===== src/core/rsc_pkg.sv =====
// Constants, register map and types for the reset source controller
`default_nettype none
package rsc_pkg;
  // System clock period in ns
  localparam int unsigned CLK_PERIOD_NS = 4;
  // Least stretch of internal reset after the last source drops, in ns
  localparam int unsigned RST_HOLD_NS = 100;
  // Stretch as a cycle count, rounded up
  localparam int unsigned RST_HOLD_CYC = (RST_HOLD_NS + CLK_PERIOD_NS - 1) / CLK_PERIOD_NS;
  // Least width of a software peripheral reset pulse, in ns
  localparam int unsigned PRST_HOLD_NS = 40;
  // Peripheral pulse as a cycle count, rounded up
  localparam int unsigned PRST_HOLD_CYC = (PRST_HOLD_NS + CLK_PERIOD_NS - 1) / CLK_PERIOD_NS;

  // Register byte offsets
  localparam logic [7:0] OFS_IDENT_A = 8'h00;
  localparam logic [7:0] OFS_IDENT_B = 8'h04;
  localparam logic [7:0] OFS_CAP0 = 8'h08;
  localparam logic [7:0] OFS_CAP4 = 8'h18;
  localparam logic [7:0] OFS_BOR_CTRL = 8'h1C;
  localparam logic [7:0] OFS_CAUSE = 8'h20;
  localparam logic [7:0] OFS_CORE_CTRL = 8'h24;
  localparam logic [7:0] OFS_PRST = 8'h28;
  localparam logic [7:0] OFS_IRQ_STAT = 8'h30;
  localparam logic [7:0] OFS_IRQ_MASK = 8'h34;

  // Reset-cause field layout
  localparam int unsigned CAUSE_W = 5;
  localparam int unsigned CAUSE_EXT_BIT = 0;
  localparam int unsigned CAUSE_POR_BIT = 1;
  localparam int unsigned CAUSE_BOR_BIT = 2;
  localparam int unsigned CAUSE_WDT_BIT = 3;
  localparam int unsigned CAUSE_SW_BIT = 4;
  localparam logic [CAUSE_W-1:0] CAUSE_RST = 5'h00;

  // Brown-out control: reset-enable bit
  localparam int unsigned BOR_RSTEN_BIT = 1;
  localparam logic BOR_RSTEN_RST = 1'b0;
  // Core control: system reset request bit
  localparam int unsigned SYS_REQ_BIT = 2;

  // Interrupt status and mask layout
  localparam int unsigned IRQ_W = 2;
  localparam int unsigned IRQ_BOR_BIT = 0;
  localparam int unsigned IRQ_PRST_BIT = 1;
  localparam logic [IRQ_W-1:0] IRQ_MASK_RST = 2'h0;

  // Synchroniser lane order
  localparam int unsigned SY_POR = 0;
  localparam int unsigned SY_EXT_B = 1;
  localparam int unsigned SY_BOR = 2;
  localparam int unsigned SY_WDT = 3;
  // Synchroniser value under controller reset: power-on active, pin released
  localparam logic [3:0] SYNC_RST = 4'h3;

  // Release and boot-fetch sequence
  typedef enum logic [2:0] {
    BOOT_HOLD,
    BOOT_SP,
    BOOT_PC,
    BOOT_INSN,
    BOOT_RUN
  } rsc_boot_e;
endpackage : rsc_pkg
`default_nettype wire


===== src/core/rsc_reset_ctrl.sv =====
// Reset source controller: source gathering, domain resets, boot sequence, registers
//
// Notes on behaviour
// [RQ1] Exactly five reset sources are accepted
// [RQ2] Power-on resets core, test port, peripherals
// [RQ3] Pin reset spares test port, only its pins
// [RQ4] Brown-out, system request, watchdog spare test port
// [RQ5] System reset via core control request bit
// [RQ6] Peripheral reset touches only chosen peripherals
// [RQ7] Cause bit set per reset, sticky
// [RQ8] Power-on or pin cause clears other causes
// [RQ9] Hold until detector drops, then boot fetches
// [RQ10] Power-on source acts on first power-up only
// [RQ11] Pin pulse released, then release and boot
// [RQ12] Long pin hold keeps device in reset
// [RQ13] Identification registers are read-only
// [RQ14] Brown-out level reset, only when enabled
// [RQ15] Peripheral bit set then cleared pulses reset
// [RQ16] Asynchronous sources synchronised before release
`default_nettype none
module rsc_reset_ctrl
  import rsc_pkg::*;
#(
  parameter int unsigned NPERIPH = 32,
  parameter logic [31:0] IDENT_A = 32'h0000_0001, // Arbitrary value
  parameter logic [31:0] IDENT_B = 32'h0000_0002, // Arbitrary value
  parameter logic [31:0] CAP0 = 32'h0000_0000,
  parameter logic [31:0] CAP1 = 32'h0000_0000,
  parameter logic [31:0] CAP2 = 32'h0000_0000,
  parameter logic [31:0] CAP3 = 32'h0000_0000,
  parameter logic [31:0] CAP4 = 32'h0000_0000
) (
  // Clock and controller reset
  input wire logic CLK_SYS_IN,
  input wire logic RST_B_IN,
  // Reset sources
  input wire logic POR_DET_IN,
  input wire logic EXT_RST_B_IN,
  input wire logic BOR_DET_IN,
  input wire logic WDT_RST_IN,
  // Domain resets
  output logic CORE_RST_B_OUT,
  output logic TAP_RST_B_OUT,
  output logic TAP_PIN_RST_B_OUT,
  output logic [NPERIPH-1:0] PERIPH_RST_B_OUT,
  // Boot sequence
  output logic FETCH_SP_OUT,
  output logic FETCH_PC_OUT,
  output logic FETCH_INSN_OUT,
  output logic CORE_RUN_OUT,
  // Avalon-MM slave
  input wire logic [7:0] AVS_ADDRESS_IN,
  input wire logic AVS_READ_IN,
  input wire logic AVS_WRITE_IN,
  input wire logic [31:0] AVS_WRITEDATA_IN,
  input wire logic [3:0] AVS_BYTEENABLE_IN,
  output logic [31:0] AVS_READDATA_OUT,
  output logic AVS_WAITREQUEST_OUT,
  // Interrupt
  output logic IRQ_OUT
);
  import rsc_pkg::*;

  // Counter widths follow the package cycle counts, so a longer stretch
  // only needs a new constant there, never a change in this file
  // Counter width for the reset stretch
  localparam int unsigned HW = $clog2(RST_HOLD_CYC + 1);
  // Counter width for the peripheral pulse
  localparam int unsigned PW = $clog2(PRST_HOLD_CYC + 1);

  // Refuse peripheral counts that one register cannot hold
  if (NPERIPH < 1 || NPERIPH > 32) begin : g_chk
    $error("NPERIPH must lie in 1..32");
  end

  // Whole state of the block
  typedef struct packed {
    logic [3:0] sync1; // First synchroniser stage
    logic [3:0] sync2; // Second synchroniser stage
    logic por_done; // Power-on detector has dropped once
    logic bor_prev; // Brown-out level one cycle ago
    logic wdt_prev; // Watchdog level one cycle ago
    logic por_flag; // Current reset includes power-on
    logic ext_flag; // Current reset includes the pin
    logic [HW-1:0] hold_cnt; // Release stretch counter
    rsc_boot_e boot; // Release and boot state
    logic [CAUSE_W-1:0] cause; // Sticky reset cause
    logic bor_en; // Brown-out reset enable
    logic sys_req; // One-cycle system reset request
    logic [NPERIPH-1:0] prst_reg; // Software peripheral reset bits
    logic [NPERIPH-1:0] prst_act; // Peripherals in a reset pulse
    logic [PW-1:0] prst_cnt; // Peripheral pulse counter
    logic [IRQ_W-1:0] irq_stat; // Sticky interrupt status
    logic [IRQ_W-1:0] irq_mask; // Interrupt mask
    logic irq; // Registered interrupt
    logic core_rst_b; // Core reset
    logic tap_rst_b; // Test port reset
    logic tap_pin_rst_b; // Test port pin configuration reset
    logic [NPERIPH-1:0] periph_rst_b; // Peripheral resets
    logic fetch_sp; // Stack pointer fetch strobe
    logic fetch_pc; // Program counter fetch strobe
    logic fetch_insn; // First instruction fetch strobe
    logic run; // Core executing
    logic waitreq; // Bus wait
    logic [31:0] rdata; // Bus read data
  } rsc_st_s;

  rsc_st_s s_q; // Registered state
  rsc_st_s s_d; // Next state

  // Capability registers as a table
  localparam logic [4:0][31:0] CAP_TAB = {CAP4, CAP3, CAP2, CAP1, CAP0};

  // Next-state logic
  always_comb begin
    logic por_a; // Live power-on source
    logic ext_a; // Live pin source
    logic bor_a; // Live brown-out source
    logic wdt_ev; // Watchdog request edge
    logic src; // Any source this cycle
    logic in_rst; // Internal reset asserted
    logic wr_acc; // Write taking effect this edge
    logic [31:0] wmask; // Byte-enable mask
    logic [31:0] wval; // Masked write data
    logic [NPERIPH-1:0] prst_new; // Peripheral bits after a write
    logic [NPERIPH-1:0] falls; // Peripheral bits just cleared
    logic [IRQ_W-1:0] irq_ev; // Interrupt events
    logic [31:0] rd; // Read mux
    por_a = 1'b0;
    ext_a = 1'b0;
    bor_a = 1'b0;
    wdt_ev = 1'b0;
    src = 1'b0;
    in_rst = 1'b0;
    wr_acc = 1'b0;
    wmask = 32'h0000_0000;
    wval = 32'h0000_0000;
    prst_new = s_q.prst_reg;
    falls = '0;
    irq_ev = '0;
    rd = 32'h0000_0000;
    s_d = s_q;

    // Two-flop synchronisers on every asynchronous source
    s_d.sync1 = {WDT_RST_IN, BOR_DET_IN, EXT_RST_B_IN, POR_DET_IN}; // see [RQ16]
    s_d.sync2 = s_q.sync1; // see [RQ16]

    // Power-on counts only until the detector first drops
    por_a = s_q.sync2[SY_POR] & ~s_q.por_done; // see [RQ10]
    s_d.por_done = s_q.por_done | ~s_q.sync2[SY_POR]; // see [RQ10]
    ext_a = ~s_q.sync2[SY_EXT_B]; // see [RQ11] [RQ12]
    bor_a = s_q.sync2[SY_BOR] & s_q.bor_en; // see [RQ14]
    wdt_ev = s_q.sync2[SY_WDT] & ~s_q.wdt_prev;
    s_d.wdt_prev = s_q.sync2[SY_WDT];
    s_d.bor_prev = s_q.sync2[SY_BOR];
    // Five sources, nothing else starts a system reset
    src = por_a | ext_a | bor_a | wdt_ev | s_q.sys_req; // see [RQ1]

    // Stretch restarts while any source is live
    // A live level source keeps reloading the counter, so a held pin or a
    // long brown-out keeps the core and every peripheral in reset however long it lasts; the
    // counter only runs down once all sources are quiet
    if (src) begin
      s_d.hold_cnt = HW'(RST_HOLD_CYC);
    end else if (s_q.hold_cnt != '0) begin
      s_d.hold_cnt = s_q.hold_cnt - 1'b1;
    end
    in_rst = src | (s_q.hold_cnt != '0); // see [RQ9] [RQ12] [RQ14]

    // Remember which sources took part in this reset
    if (in_rst) begin
      s_d.por_flag = s_q.por_flag | por_a;
      s_d.ext_flag = s_q.ext_flag | ext_a;
    end else begin
      s_d.por_flag = 1'b0;
      s_d.ext_flag = 1'b0;
    end

    // Release and boot-fetch sequence
    // A source arriving mid-sequence sends it back to the hold state at once,
    // so the core never sees a half-finished boot; each fetch strobe stands
    // for exactly one cycle and needs no answer
    if (in_rst) begin
      s_d.boot = BOOT_HOLD; // see [RQ9]
    end else begin
      case (s_q.boot)
        BOOT_HOLD: s_d.boot = BOOT_SP; // see [RQ9] [RQ11]
        BOOT_SP: s_d.boot = BOOT_PC;
        BOOT_PC: s_d.boot = BOOT_INSN;
        BOOT_INSN: s_d.boot = BOOT_RUN;
        BOOT_RUN: s_d.boot = BOOT_RUN;
        default: s_d.boot = BOOT_HOLD;
      endcase
    end
    s_d.fetch_sp = (s_d.boot == BOOT_SP);
    s_d.fetch_pc = (s_d.boot == BOOT_PC);
    s_d.fetch_insn = (s_d.boot == BOOT_INSN);
    s_d.run = (s_d.boot == BOOT_RUN);

    // Domain resets
    // The test port is only reset while power-on took part in this reset;
    // its pin configuration also follows the pin, and every other source
    // leaves it alone so a debugger stays attached across such resets
    s_d.core_rst_b = ~in_rst; // see [RQ2] [RQ3] [RQ4]
    s_d.tap_rst_b = ~(por_a | (in_rst & s_q.por_flag)); // see [RQ2] [RQ3] [RQ4]
    s_d.tap_pin_rst_b = ~(por_a | ext_a | (in_rst & (s_q.por_flag | s_q.ext_flag))); // see [RQ3]
    s_d.periph_rst_b = ~({NPERIPH{in_rst}} | s_q.prst_act); // see [RQ2] [RQ6]

    // Bus: wait one cycle, then answer; writes land when wait is low
    // The request is taken with wait high, read data are registered then and
    // stand in the next cycle, when wait is low; the write takes effect at
    // the edge that ends that cycle, so a master that holds its request
    // until it sees wait low lands exactly one write
    s_d.sys_req = 1'b0;
    if ((AVS_READ_IN | AVS_WRITE_IN) & s_q.waitreq) begin
      s_d.waitreq = 1'b0;
      // Read mux, unmapped words read zero
      case (AVS_ADDRESS_IN)
        OFS_IDENT_A: rd = IDENT_A; // see [RQ13]
        OFS_IDENT_B: rd = IDENT_B; // see [RQ13]
        OFS_BOR_CTRL: rd[BOR_RSTEN_BIT] = s_q.bor_en;
        OFS_CAUSE: rd[CAUSE_W-1:0] = s_q.cause;
        OFS_PRST: rd[NPERIPH-1:0] = s_q.prst_reg;
        OFS_IRQ_STAT: rd[IRQ_W-1:0] = s_q.irq_stat;
        OFS_IRQ_MASK: rd[IRQ_W-1:0] = s_q.irq_mask;
        default: begin
          // Capability words sit in a block of five
          if (AVS_ADDRESS_IN >= OFS_CAP0 && AVS_ADDRESS_IN <= OFS_CAP4 &&
              AVS_ADDRESS_IN[1:0] == 2'h0) begin
            rd = CAP_TAB[3'(AVS_ADDRESS_IN[4:2] - OFS_CAP0[4:2])]; // see [RQ13]
          end
        end
      endcase
      s_d.rdata = rd;
    end else if (~s_q.waitreq) begin
      s_d.waitreq = 1'b1;
      wr_acc = AVS_WRITE_IN;
    end
    wmask = {{8{AVS_BYTEENABLE_IN[3]}}, {8{AVS_BYTEENABLE_IN[2]}},
             {8{AVS_BYTEENABLE_IN[1]}}, {8{AVS_BYTEENABLE_IN[0]}}};
    wval = AVS_WRITEDATA_IN & wmask;

    // Register writes; identification and capability words ignore them
    if (wr_acc) begin
      case (AVS_ADDRESS_IN)
        OFS_BOR_CTRL: begin
          if (wmask[BOR_RSTEN_BIT]) begin
            s_d.bor_en = wval[BOR_RSTEN_BIT]; // see [RQ14]
          end
        end
        OFS_CORE_CTRL: s_d.sys_req = wval[SYS_REQ_BIT]; // see [RQ5]
        OFS_CAUSE: s_d.cause = s_q.cause & ~wval[CAUSE_W-1:0];
        OFS_PRST: begin
          prst_new = (s_q.prst_reg & ~wmask[NPERIPH-1:0]) | wval[NPERIPH-1:0];
        end
        OFS_IRQ_STAT: s_d.irq_stat = s_q.irq_stat & ~wval[IRQ_W-1:0];
        OFS_IRQ_MASK: s_d.irq_mask = wval[IRQ_W-1:0];
        default: begin
          // Read-only or unmapped: nothing stored
        end
      endcase
    end

    // Peripheral reset pulses on a set-then-cleared bit
    // A clearing write during a running pulse restarts the count and widens
    // the set of peripherals held; all of them are freed together, which
    // keeps one shared counter instead of one per peripheral
    s_d.prst_reg = prst_new;
    falls = s_q.prst_reg & ~prst_new; // see [RQ15]
    if (falls != '0) begin
      s_d.prst_act = s_q.prst_act | falls; // see [RQ6] [RQ15]
      s_d.prst_cnt = PW'(PRST_HOLD_CYC);
    end else if (s_q.prst_cnt != '0) begin
      s_d.prst_cnt = s_q.prst_cnt - 1'b1;
      if (s_q.prst_cnt == PW'(1)) begin
        s_d.prst_act = '0;
        irq_ev[IRQ_PRST_BIT] = 1'b1;
      end
    end

    // Cause record; the event set wins over a software clear
    // Power-on outranks the pin when both are live, and either one wipes
    // older causes; the other sources only add their bit, so software can
    // still see every reset since the last power-on or pin reset
    if (por_a) begin
      s_d.cause = '0; // see [RQ8]
      s_d.cause[CAUSE_POR_BIT] = 1'b1; // see [RQ7]
    end else if (ext_a) begin
      s_d.cause = '0; // see [RQ8]
      s_d.cause[CAUSE_EXT_BIT] = 1'b1; // see [RQ7]
    end
    if (bor_a) begin
      s_d.cause[CAUSE_BOR_BIT] = 1'b1; // see [RQ7]
    end
    if (wdt_ev) begin
      s_d.cause[CAUSE_WDT_BIT] = 1'b1; // see [RQ7]
    end
    if (s_q.sys_req) begin
      s_d.cause[CAUSE_SW_BIT] = 1'b1; // see [RQ7]
    end

    // Brown-out with reset disabled raises an interrupt instead
    irq_ev[IRQ_BOR_BIT] = s_q.sync2[SY_BOR] & ~s_q.bor_prev & ~s_q.bor_en;
    s_d.irq_stat = s_d.irq_stat | irq_ev;
    s_d.irq = |(s_d.irq_stat & s_d.irq_mask);
  end

  // State register with synchronous active-low reset
  always_ff @(posedge CLK_SYS_IN) begin
    if (!RST_B_IN) begin
      s_q <= '0;
      // Lanes start with power-on active and the pin released, so that leaving
      // controller reset neither ends the power-on phase nor fakes a pin reset
      s_q.sync1 <= SYNC_RST; // see [RQ10] [RQ16]
      s_q.sync2 <= SYNC_RST; // see [RQ10] [RQ16]
      s_q.hold_cnt <= HW'(RST_HOLD_CYC);
      s_q.boot <= BOOT_HOLD;
      s_q.cause <= CAUSE_RST;
      s_q.bor_en <= BOR_RSTEN_RST;
      s_q.irq_mask <= IRQ_MASK_RST;
      s_q.waitreq <= 1'b1;
    end else begin
      s_q <= s_d;
    end
  end

  // Outputs straight from the state register
  // Every output is a field of the state register, so no decode glitch can
  // reach a reset input of the core or a peripheral
  assign CORE_RST_B_OUT = s_q.core_rst_b;
  assign TAP_RST_B_OUT = s_q.tap_rst_b;
  assign TAP_PIN_RST_B_OUT = s_q.tap_pin_rst_b;
  assign PERIPH_RST_B_OUT = s_q.periph_rst_b;
  assign FETCH_SP_OUT = s_q.fetch_sp;
  assign FETCH_PC_OUT = s_q.fetch_pc;
  assign FETCH_INSN_OUT = s_q.fetch_insn;
  assign CORE_RUN_OUT = s_q.run;
  assign AVS_READDATA_OUT = s_q.rdata;
  assign AVS_WAITREQUEST_OUT = s_q.waitreq;
  assign IRQ_OUT = s_q.irq;
endmodule : rsc_reset_ctrl
`default_nettype wire


===== config.mk =====
export PLATFORM = sky130hd
export DESIGN_NAME = rsc_reset_ctrl
export DESIGN_NICKNAME = d
export VERILOG_FILES = /design/src/core/rsc_pkg.sv /design/src/core/rsc_reset_ctrl.sv
export SDC_FILE = /design/constraint.sdc
export NUM_CORES = 1
export LEC_CHECK = 0
export ABC_AREA = 1
export BUFFER_PORTS_ARGS = -buffer_cell sky130_fd_sc_hd__buf_2
export CAP_MARGIN = 30
export CELL_PAD_IN_SITES_DETAIL_PLACEMENT = 0
export CELL_PAD_IN_SITES_GLOBAL_PLACEMENT = 2
export CORE_UTILIZATION = 35
export DETAILED_ROUTE_END_ITERATION = 12
export GPL_TIMING_DRIVEN = 0
export PLACE_DENSITY_LB_ADDON = 0.1
export SLEW_MARGIN = 20
export SYNTH_ARGS = -nofsm -noshare
export SYNTH_HDL_FRONTEND = slang
export SYNTH_SLANG_ARGS = --single-unit

===== constraint.sdc =====
create_clock -name CLK_SYS_IN -period 4 [get_ports CLK_SYS_IN]
set_input_delay 0.8 -clock CLK_SYS_IN [delete_from_list [all_inputs] [get_ports CLK_SYS_IN]]
set_output_delay 0.8 -clock CLK_SYS_IN [all_outputs]
set_load 0.05 [all_outputs]

Word level (Yosys, flattened, before mapping)
Memories as Yosys holds them, arrays and structs flattened.
Index checks and enable logic that the tools add are counted.
{ "op_classes": {"addsub": 3, "order_cmp": 3, "eq_ne": 26, "n_mux": 32, "bitwise_logic": 45, "reduce_logical": 27} }
{ "op_table": {"columns": ["op", "count"], "rows": [
  ["$mux 32", 5],
  ["$and 32x32->32", 3],
  ["$not 32->32", 3],
  ["$or 32x32->32", 3],
  ["$mux 36", 2],
  ["$pmux 27 s2", 1],
  ["$eq 8x6->1 const B", 5],
  ["$reduce_bool 32->1", 1],
  ["$ne 4x1->1 const B", 4],
  ["$mux 5", 3],
  ["$reduce_and 2->1", 7],
  ["$eq 3x2->1 const B", 4],
  ["$mux 1", 12],
  ["$or 1x1->1", 12],
  ["$pmux 3 s4", 1],
  ["$reduce_or 2->1", 6],
  ["$not 1->1", 10],
  ["$pmux 3 s3", 1],
  ["$and 1x1->1", 8],
  ["$eq 8x3->1 const B", 1],
  ["$eq 8x5->1 const B", 1],
  ["$ge 8x4->1 const B", 1],
  ["$le 8x5->1 const B", 1],
  ["$logic_not 8->1", 1],
  ["other kinds (30)", 40]
]} }
{ "totals": {"ff_bits": 173, "rom_bits": 256, "input_bits": 52, "output_inout_bits": 73, "word_cells": 170, "memories": 1} }
{ "mem_list": {"columns": ["name", "depth", "word_bits", "read_ports", "rd_ports_with_merged_regs", "write_ports", "line", "text"], "rows": [
  ["(no name shown)", 8, 32, 1, 0, 0, "rsc_reset_ctrl.sv:230", "rd = CAP_TAB[3'(AVS_ADDRESS_IN[4:2] - OFS_CAP0[4:2])];"]
]} }

Longest topological paths before layout
Gate-level depths: netlist (run 1).
{ "logic_depth": {"depth_word": 12, "depth_mapped": 14, "depth_no_buf": 13} }

Worst setup path before layout (run 1)
OpenSTA, ideal clock, no wires.
{ "synth_timing": {"kind": "input port to flip-flop", "start": "in AVS_WRITE_IN", "end": "reg s_q[100] in the netlist's numbering", "setup_ps": 112, "arrival_ps": 2121, "t_required_ps": 3888, "path_slack_ps": 1767, "cell_stages": 14, "n_path_buf": 2, "path_cell_list": "inv_1 > nor2_4 > inv_4 > nor2_8 > buf_4 > nand4_1 > nand2_1 > nor2_1 > nand2_1 > nor2_2 > nand3_4 > nand2_8 > buf_12 > nor2_4"} }
{ "synth_via": {"elab_chain_cells": 9, "word_cells_on_any_way": 13, "cone_classes": "4 x mux; 5 x bitwise; 4 x reduce/logical"} }
{ "synth_lines": {"columns": ["item", "line", "text"], "rows": [
  ["start: declaration", "rsc_reset_ctrl.sv:54", "input wire logic AVS_WRITE_IN,"],
  ["$or 1x1->1", "rsc_reset_ctrl.sv:215", "if ((AVS_READ_IN | AVS_WRITE_IN) & s_q.waitreq) begin"],
  ["$and 1x1->1", "rsc_reset_ctrl.sv:215", null],
  ["$mux 1 (*)", "rsc_reset_ctrl.sv:215", null],
  ["$mux 32 (*)", "rsc_reset_ctrl.sv:244", "if (wr_acc) begin"],
  ["$not 32->32 (*)", "rsc_reset_ctrl.sv:269", "falls = s_q.prst_reg & ~prst_new;"],
  ["$and 32x32->32 (*)", "rsc_reset_ctrl.sv:269", null],
  ["$reduce_bool 32->1", "rsc_reset_ctrl.sv:270", "if (falls != '0) begin"],
  ["$reduce_bool 2->1 (no line)", null, null],
  ["$reduce_and 2->1 (no line)", null, null],
  ["end: declaration", "rsc_reset_ctrl.sv:108", "rsc_st_s s_q;"]
]} }
Every way passes the cells marked *; elsewhere a longest branch is shown, timed or not.
A chain may end at the register's enable or synchronous reset.

Final worst setup path (run 1)
{ "layout_timing": {"start": "in AVS_ADDRESS_IN[1]", "end": "reg s_q[89] in the netlist's numbering"} }
{ "layout_via": {"elab_chain_cells": 8, "word_cells_on_any_way": 11, "cone_classes": "1 x eq/ne; 3 x mux; 3 x bitwise; 4 x reduce/logical"} }
{ "layout_lines": {"columns": ["item", "line", "text"], "rows": [
  ["start: declaration", "rsc_reset_ctrl.sv:52", "input wire logic [7:0] AVS_ADDRESS_IN,"],
  ["$eq 8x6->1 (*)", "rsc_reset_ctrl.sv:245", "case (AVS_ADDRESS_IN)"],
  ["$mux 32 (*)", "rsc_reset_ctrl.sv:245", null],
  ["$mux 32 (*)", "rsc_reset_ctrl.sv:244", null],
  ["$not 32->32 (*)", "rsc_reset_ctrl.sv:269", null],
  ["$and 32x32->32 (*)", "rsc_reset_ctrl.sv:269", null],
  ["$reduce_bool 32->1", "rsc_reset_ctrl.sv:270", null],
  ["$reduce_bool 2->1 (no line)", null, null],
  ["$reduce_and 2->1 (no line)", null, null]
]} }
Marks and branches as above.

==> results.cfg, run 1 <==
[run_status]
outcome = finished clean

[global_route]
antenna_found_initial = 0
use_met2_pct = 30.56
first_global_vias = 5739
grtUsageTotal_pct = 19.24
grt_pass1_wl_mm = 32.24
grt_max_degree = 17
overflow = 0
grt.met3_usage_pct = 3.456
use_met1_pct = 26.97
busiest_layer = met2

[synth]
synth.top_cells.by_count = dfxtp_1, nand2_1, inv_1
yosysMostFrequentCell = dfxtp_1
async_reset_ff_share_pct = 0
netlist_instances = 926
syn_nets = 979
synthTopCellsByArea = dfxtp_1, buf_4, nand2_1
yosys_warnings = 0
synth-edff-count = 0
yosysSeqAreaShare_pct = 45.96
synth-seq-cells = 173
netlist_area_sq_um = 7536
synthFlopType = dfxtp_1
ys_types = 43
yosysTopAreaCellShare_pct = 45.96
syn_avg_cell_area_sq_um = 8.138
yosysTopAreaCell = dfxtp_1

[final_layout]
diodes = 0
areaGrowthSynthToFinish_pct = 20.01
n_fill_cell = 2254
fin_nets = 1122
final_area_sq_um = 9044
regArea_sq_um = 3463
multi_input_area_sq_um = 2858
drive_gt1_share_pct = 28.56

[route]
firstDrtPassIters = 4
detail-route-antenna-nets = 0
viasPerCell = 4.559
wl_per_cell_um = 15.08
drc_errors = 0
routed_wl_mm = 20.47
vias = 6187
drt_iter0_drc = 246

[timing]
fmax_ghz = 0.4130
tightestPinTransition_ns = 0.6881
setup_violations = 0
setup_tns_ns = 0
rsz0062_at_grt = false
slew_violations = 0
finalCritPeriodShare_pct = 60.53
relSlewSlack_pct = 54.13
clock_skew_ns = 0.01293
period_needed_ns = 2.421
final_hold_viol_count = 0

[worst_setup_path]
worstSetupStartpointType = input port
critPathKind = in -> reg
end_kind = register
crit_arrival_ns = 2.79
cp_data_required_time_ns = 4.37
critical_path.max_fanout = 10

[clocking]
htreeDepth = 4
cts_buffer_depth = 2
cts_buffers = 17
post_cts_buffers = 0
cts_tree = done
ctsResizeCount = 0
clkTransAtPathRegs_ns = 0.07
cts-hold-fix-buffers = 0
insertion_delay_ns = 0.43
clock-sinks = 173
cts_root_buf = clkbuf_16

[place]
hpwl_mm = 15.11
dpl-instance-area_sq_um = 8501
place_congestion = 0.8396
portBuffers = 124

[floorplan]
initial_utilization_pct = 35.74
die_h_um = 148.7
core-area_sq_um = 21090
dieWidth_um = 148.7
dieArea_sq_um = 22120
io_pins = 125
rows = 53

[power]
leakagePower_nw = 4.179
peakVddDrop_mv = 0.2714
power-per-cell-area_nw_per_um2 = 407.6
p_total_mw = 3.686

[run]
maxCapViolations = 0

[min_path]
hp-class = reg -> reg
-- per-stage QoR --
stage | hold WS, ns | utilization (%) | worst slack, ns | cells
final | 0.4120 | 42.89 | 1.579 | 1357
after detailed placement | 0.4004 | 40.31 | 1.089 | 1325
after global placement | 0.3941 | 40.31 | 1.090 | 1325
after global routing | 0.4351 | 42.89 | 1.364 | 1357
after CTS | 0.4146 | 42.89 | 1.537 | 1357
after floorplan | 0.3905 | - | 1.767 | 926
-- area by class of cell --
class | instances | share of cell area [%]
buffer | 107 | 8.218
clock buffer | 20 | 4.828
clock inverter | 12 | 1.176
inverter | 125 | 5.216
multi-input combinational | 521 | 31.60
sequential | 173 | 38.30
tap | 275 | 3.805
timing repair buffer | 124 | 6.862
-- cell usage in the layout, fill, tap and decap left out, drive strengths merged --
cell / n
nand4: 33
a211oi: 31
and2: 2
a31o: 17
a21oi: 45
inv: 128
buf: 211
nand2: 139
o2111ai: 1
ha: 1
or2: 6
nor3b: 1
o21ai: 66
o21a: 3
nor3: 8
nand3: 11
a31oi: 1
clkinvlp: 3
o2111a: 1
nor4: 2
clkbuf: 40
a221oi: 1
o31ai: 2
nor2: 136
clkinv: 6
xnor2: 2
a41o: 2
dfxtp: 173
o211ai: 10
-- registers in the layout, indices dropped and copies added (netlist names) --
signal and count:
AVS_READDATA_OUT 32, s_q 94, IRQ_OUT 1, FETCH_PC_OUT 1, AVS_WAITREQUEST_OUT 1, CORE_RST_B_OUT 1, s_d 6, TAP_PIN_RST_B_OUT 1
TAP_RST_B_OUT 1, PERIPH_RST_B_OUT 32, CORE_RUN_OUT 1, FETCH_INSN_OUT 1, FETCH_SP_OUT 1
-- where the power goes --
part	internal (mW)	total [mW]	switching (mW)
Combinational	0.111	0.360	0.248
Clock	0.812	1.55	0.742
Sequential	1.76	1.77	0.0170
-- final timing paths --
| kind | startpoint | endpoint | slack (ns) | cells after the start |
|---|---|---|---|---|
| worst max-delay path | AVS_ADDRESS_IN[1] | s_q[89] | 1.58 | 14 |
| worst min-delay path | s_q[106] | PERIPH_RST_B_OUT[25] | 0.41 | 1 |
| worst max register to register | s_q[165] | PERIPH_RST_B_OUT[29] | 1.70 | 10 |
| worst min register to register | s_q[106] | PERIPH_RST_B_OUT[25] | 0.41 | 1 |
-- cell families after synthesis --
family | after synthesis | share of synthesized area (%)
adders and majority gates | 1 | 0.1660
xor gates and xnor gates | 2 | 0.2325
and+or+nand+nor | 338 | 22.86
DFF | 173 | 45.96
AOI/OAI and AO/OA | 180 | 14.66
buffers and inverters | 232 | 16.12
-- worst max-delay path: stages --
cell	delay (ns)
buf_2	0.09
nor2_1	0.22
inv_1	0.13
nor2_2	0.19
buf_4	0.24
nand4_1	0.26
nand2_1	0.17
nor2_1	0.06
nand2_1	0.07
nor2_2	0.07
nand3_4	0.12
nand2_8	0.09
buf_12	0.18
nor2_4	0.07
-- layer usage --
layer | vias up | routed length (um)
met1 | 2821 | 10290
met3 | 14 | 700
met4 | 0 | 156
li1 | 3236 | -
met5 | - | 0
met2 | 116 | 9323
(Power assumes the default switching activity.)
==> inputs of run 2 (changes only) <==
CORE_UTILIZATION = 30   (was 35)
clock period = 2.2 ns   (was 4 ns; I/O delays follow)
==> results.cfg, run 2 (synthesized netlist as in run 1, its figures left out) <==
[run_status]
outcome = finished clean

[route]
vias = 6225
drc_errors = 0
detail-route-antenna-nets = 0
firstDrtPassIters = 4
viasPerCell = 4.424
routed_wl_mm = 22.24
wl_per_cell_um = 15.81
drt_iter0_drc = 378

[floorplan]
dieWidth_um = 160.5
die_h_um = 160.5
rows = 57
initial_utilization_pct = 30.81
core-area_sq_um = 24460
dieArea_sq_um = 25760
io_pins = 125

[timing]
setup_tns_ns = 0
rsz0062_at_grt = false
fmax_ghz = 0.4862
finalCritPeriodShare_pct = 93.50
setup_violations = 0
slew_violations = 0
clock_skew_ns = 0.01152
period_needed_ns = 2.057
final_hold_viol_count = 0
relSlewSlack_pct = 52.74
tightestPinTransition_ns = 0.7089
fin_hold_ws_ns = 0.1937
fin_ws_ns = 0.1431

[worst_setup_path]
end_kind = register
critPathKind = reg -> reg
critPathMaxStageDelay_ns = 0.39
cp_data_required_time_ns = 2.52
critPathLaunch = AVS_WAITREQUEST_OUT
cp-endpoint = s_q[94]
cp_cell_sequence = nor2_4, inv_4, nor2_8, buf_6, nand4_1, nand2_1, nor2_1, nand2_1, nor2_2, nand3_4, nand2_8, buf_12, nor2_4
reg2reg_from = AVS_WAITREQUEST_OUT
critical-path-top-delay-family = simple AND/OR/NAND/NOR gates
cp_num_buf_inv = 3
cpMaxStageDelayCell = dfxtp_1
rrSetupSlack_ns = 0.14
critical_path.max_fanout = 10
rr_endpoint = s_q[94]
reg2regPathDepth = 13
worstSetupStartpointType = register
cp.depth = 13
crit_arrival_ns = 2.38

[place]
portBuffers = 124
hpwl_mm = 16.40
place_inst = 1374
dpl_worst_slack_ns = -0.3092
place_congestion = 0.7806
dpl-instance-area_sq_um = 8562

[global_route]
first_global_vias = 6128
grt_pass1_wl_mm = 34.94
grt_max_degree = 17
antenna_found_initial = 0
overflow = 0
grtUsageTotal_pct = 17.91

[final_layout]
areaGrowthSynthToFinish_pct = 21.32
fin_util_pct = 37.37
drive_gt1_share_pct = 29.18
largest_reg_flops = 94
final_common_cell = dfxtp_1
fin_nets = 1124
final_area_sq_um = 9143
n_fill_cell = 2644
multi_input_area_sq_um = 2865
regMostFlops = s_q
regArea_sq_um = 3463
final_cell_mix = dfxtp_1, nand2_1, buf_2
finalNonFillerCells = 1407
diodes = 0

[clocking]
insertion_delay_ns = 0.43
cts_buffers = 17
clkTransAtPathRegs_ns = 0.07
cts_tree = done
htreeDepth = 4
cts_buffer_depth = 2
clock-sinks = 173
cts_root_buf = clkbuf_16
cts-hold-fix-buffers = 0

[power]
peakVddDrop_mv = 0.4512
leakagePower_nw = 4.204
p_total_mw = 6.840
power-per-cell-area_nw_per_um2 = 748.1

[min_path]
hp-class = in -> reg

[run]
maxCapViolations = 0
## run 2: cell types whose count changed in the layout (fill, tap and decap cells not counted), sizes merged
cell,previous run,this run
bufinv,0,1
inv,128,129
buf,211,212
clkinv,6,4
## run 2: worst min-delay path by stage
| stage | from | to | slack, ns | cells past startpoint |
|---|---|---|---|---|
| 2_1_floorplan | s_d[168] | s_d[162] | 0.39 | 2 |
| 3_3_place_gp | s_d[165] | s_q[165] | 0.39 | 1 |
| 3_5_place_dp | s_d[165] | s_q[165] | 0.40 | 1 |
| 4_1_cts | WDT_RST_IN | s_d[168] | 0.18 | 3 |
| 5_1_grt | EXT_RST_B_IN | s_d[166] | 0.18 | 2 |
| 6_report | BOR_DET_IN | s_d[167] | 0.19 | 3 |
## run 2: tightest hold or removal path, cell delays in order
cell and delay [ns]:
buf_2 0.08, nand2_1 0.04, inv_1 0.04
## run 2: where the power goes
part	switching (mW)	internal, mW	leakage, nW
Clock	1.36	1.60	0.267
Combinational	0.458	0.205	2.53
Sequential	0.0323	3.19	1.40
Total	1.85	4.99	4.20
## run 2: repair_timing
action | CTS | global route
gates resized for setup | 1 | 5
buffers inserted | 0 | 2
pin swaps | 0 | 1
setup endpoints to repair | 30 | 59
gates cloned | 0 | 0
endpoints found under the hold margin | 0 | 0
## run 2: cell type report
cell class                      instances  share of cell area, %
Tap cell                              324                  4.434
Multi-Input combinational cell        521                  31.34
Clock buffer                           19                  4.845
Sequential cell                       173                  37.88
Buffer                                107                  8.170
Clock inverter                         12                  1.218
Timing Repair Buffer                  126                  6.952
Inverter                              125                  5.159
## run 2: per-layer routing
| metal | vias to the layer above | wire, um | global-route usage, % |
|---|---|---|---|
| met3 | 11 | 664 | 3.177 |
| li1 | 3229 | - | - |
| met5 | - | 0 | 0 |
| met2 | 106 | 10450 | 29.57 |
| met1 | 2879 | 10950 | 24.04 |
| met4 | 0 | 180 | 4.545 |
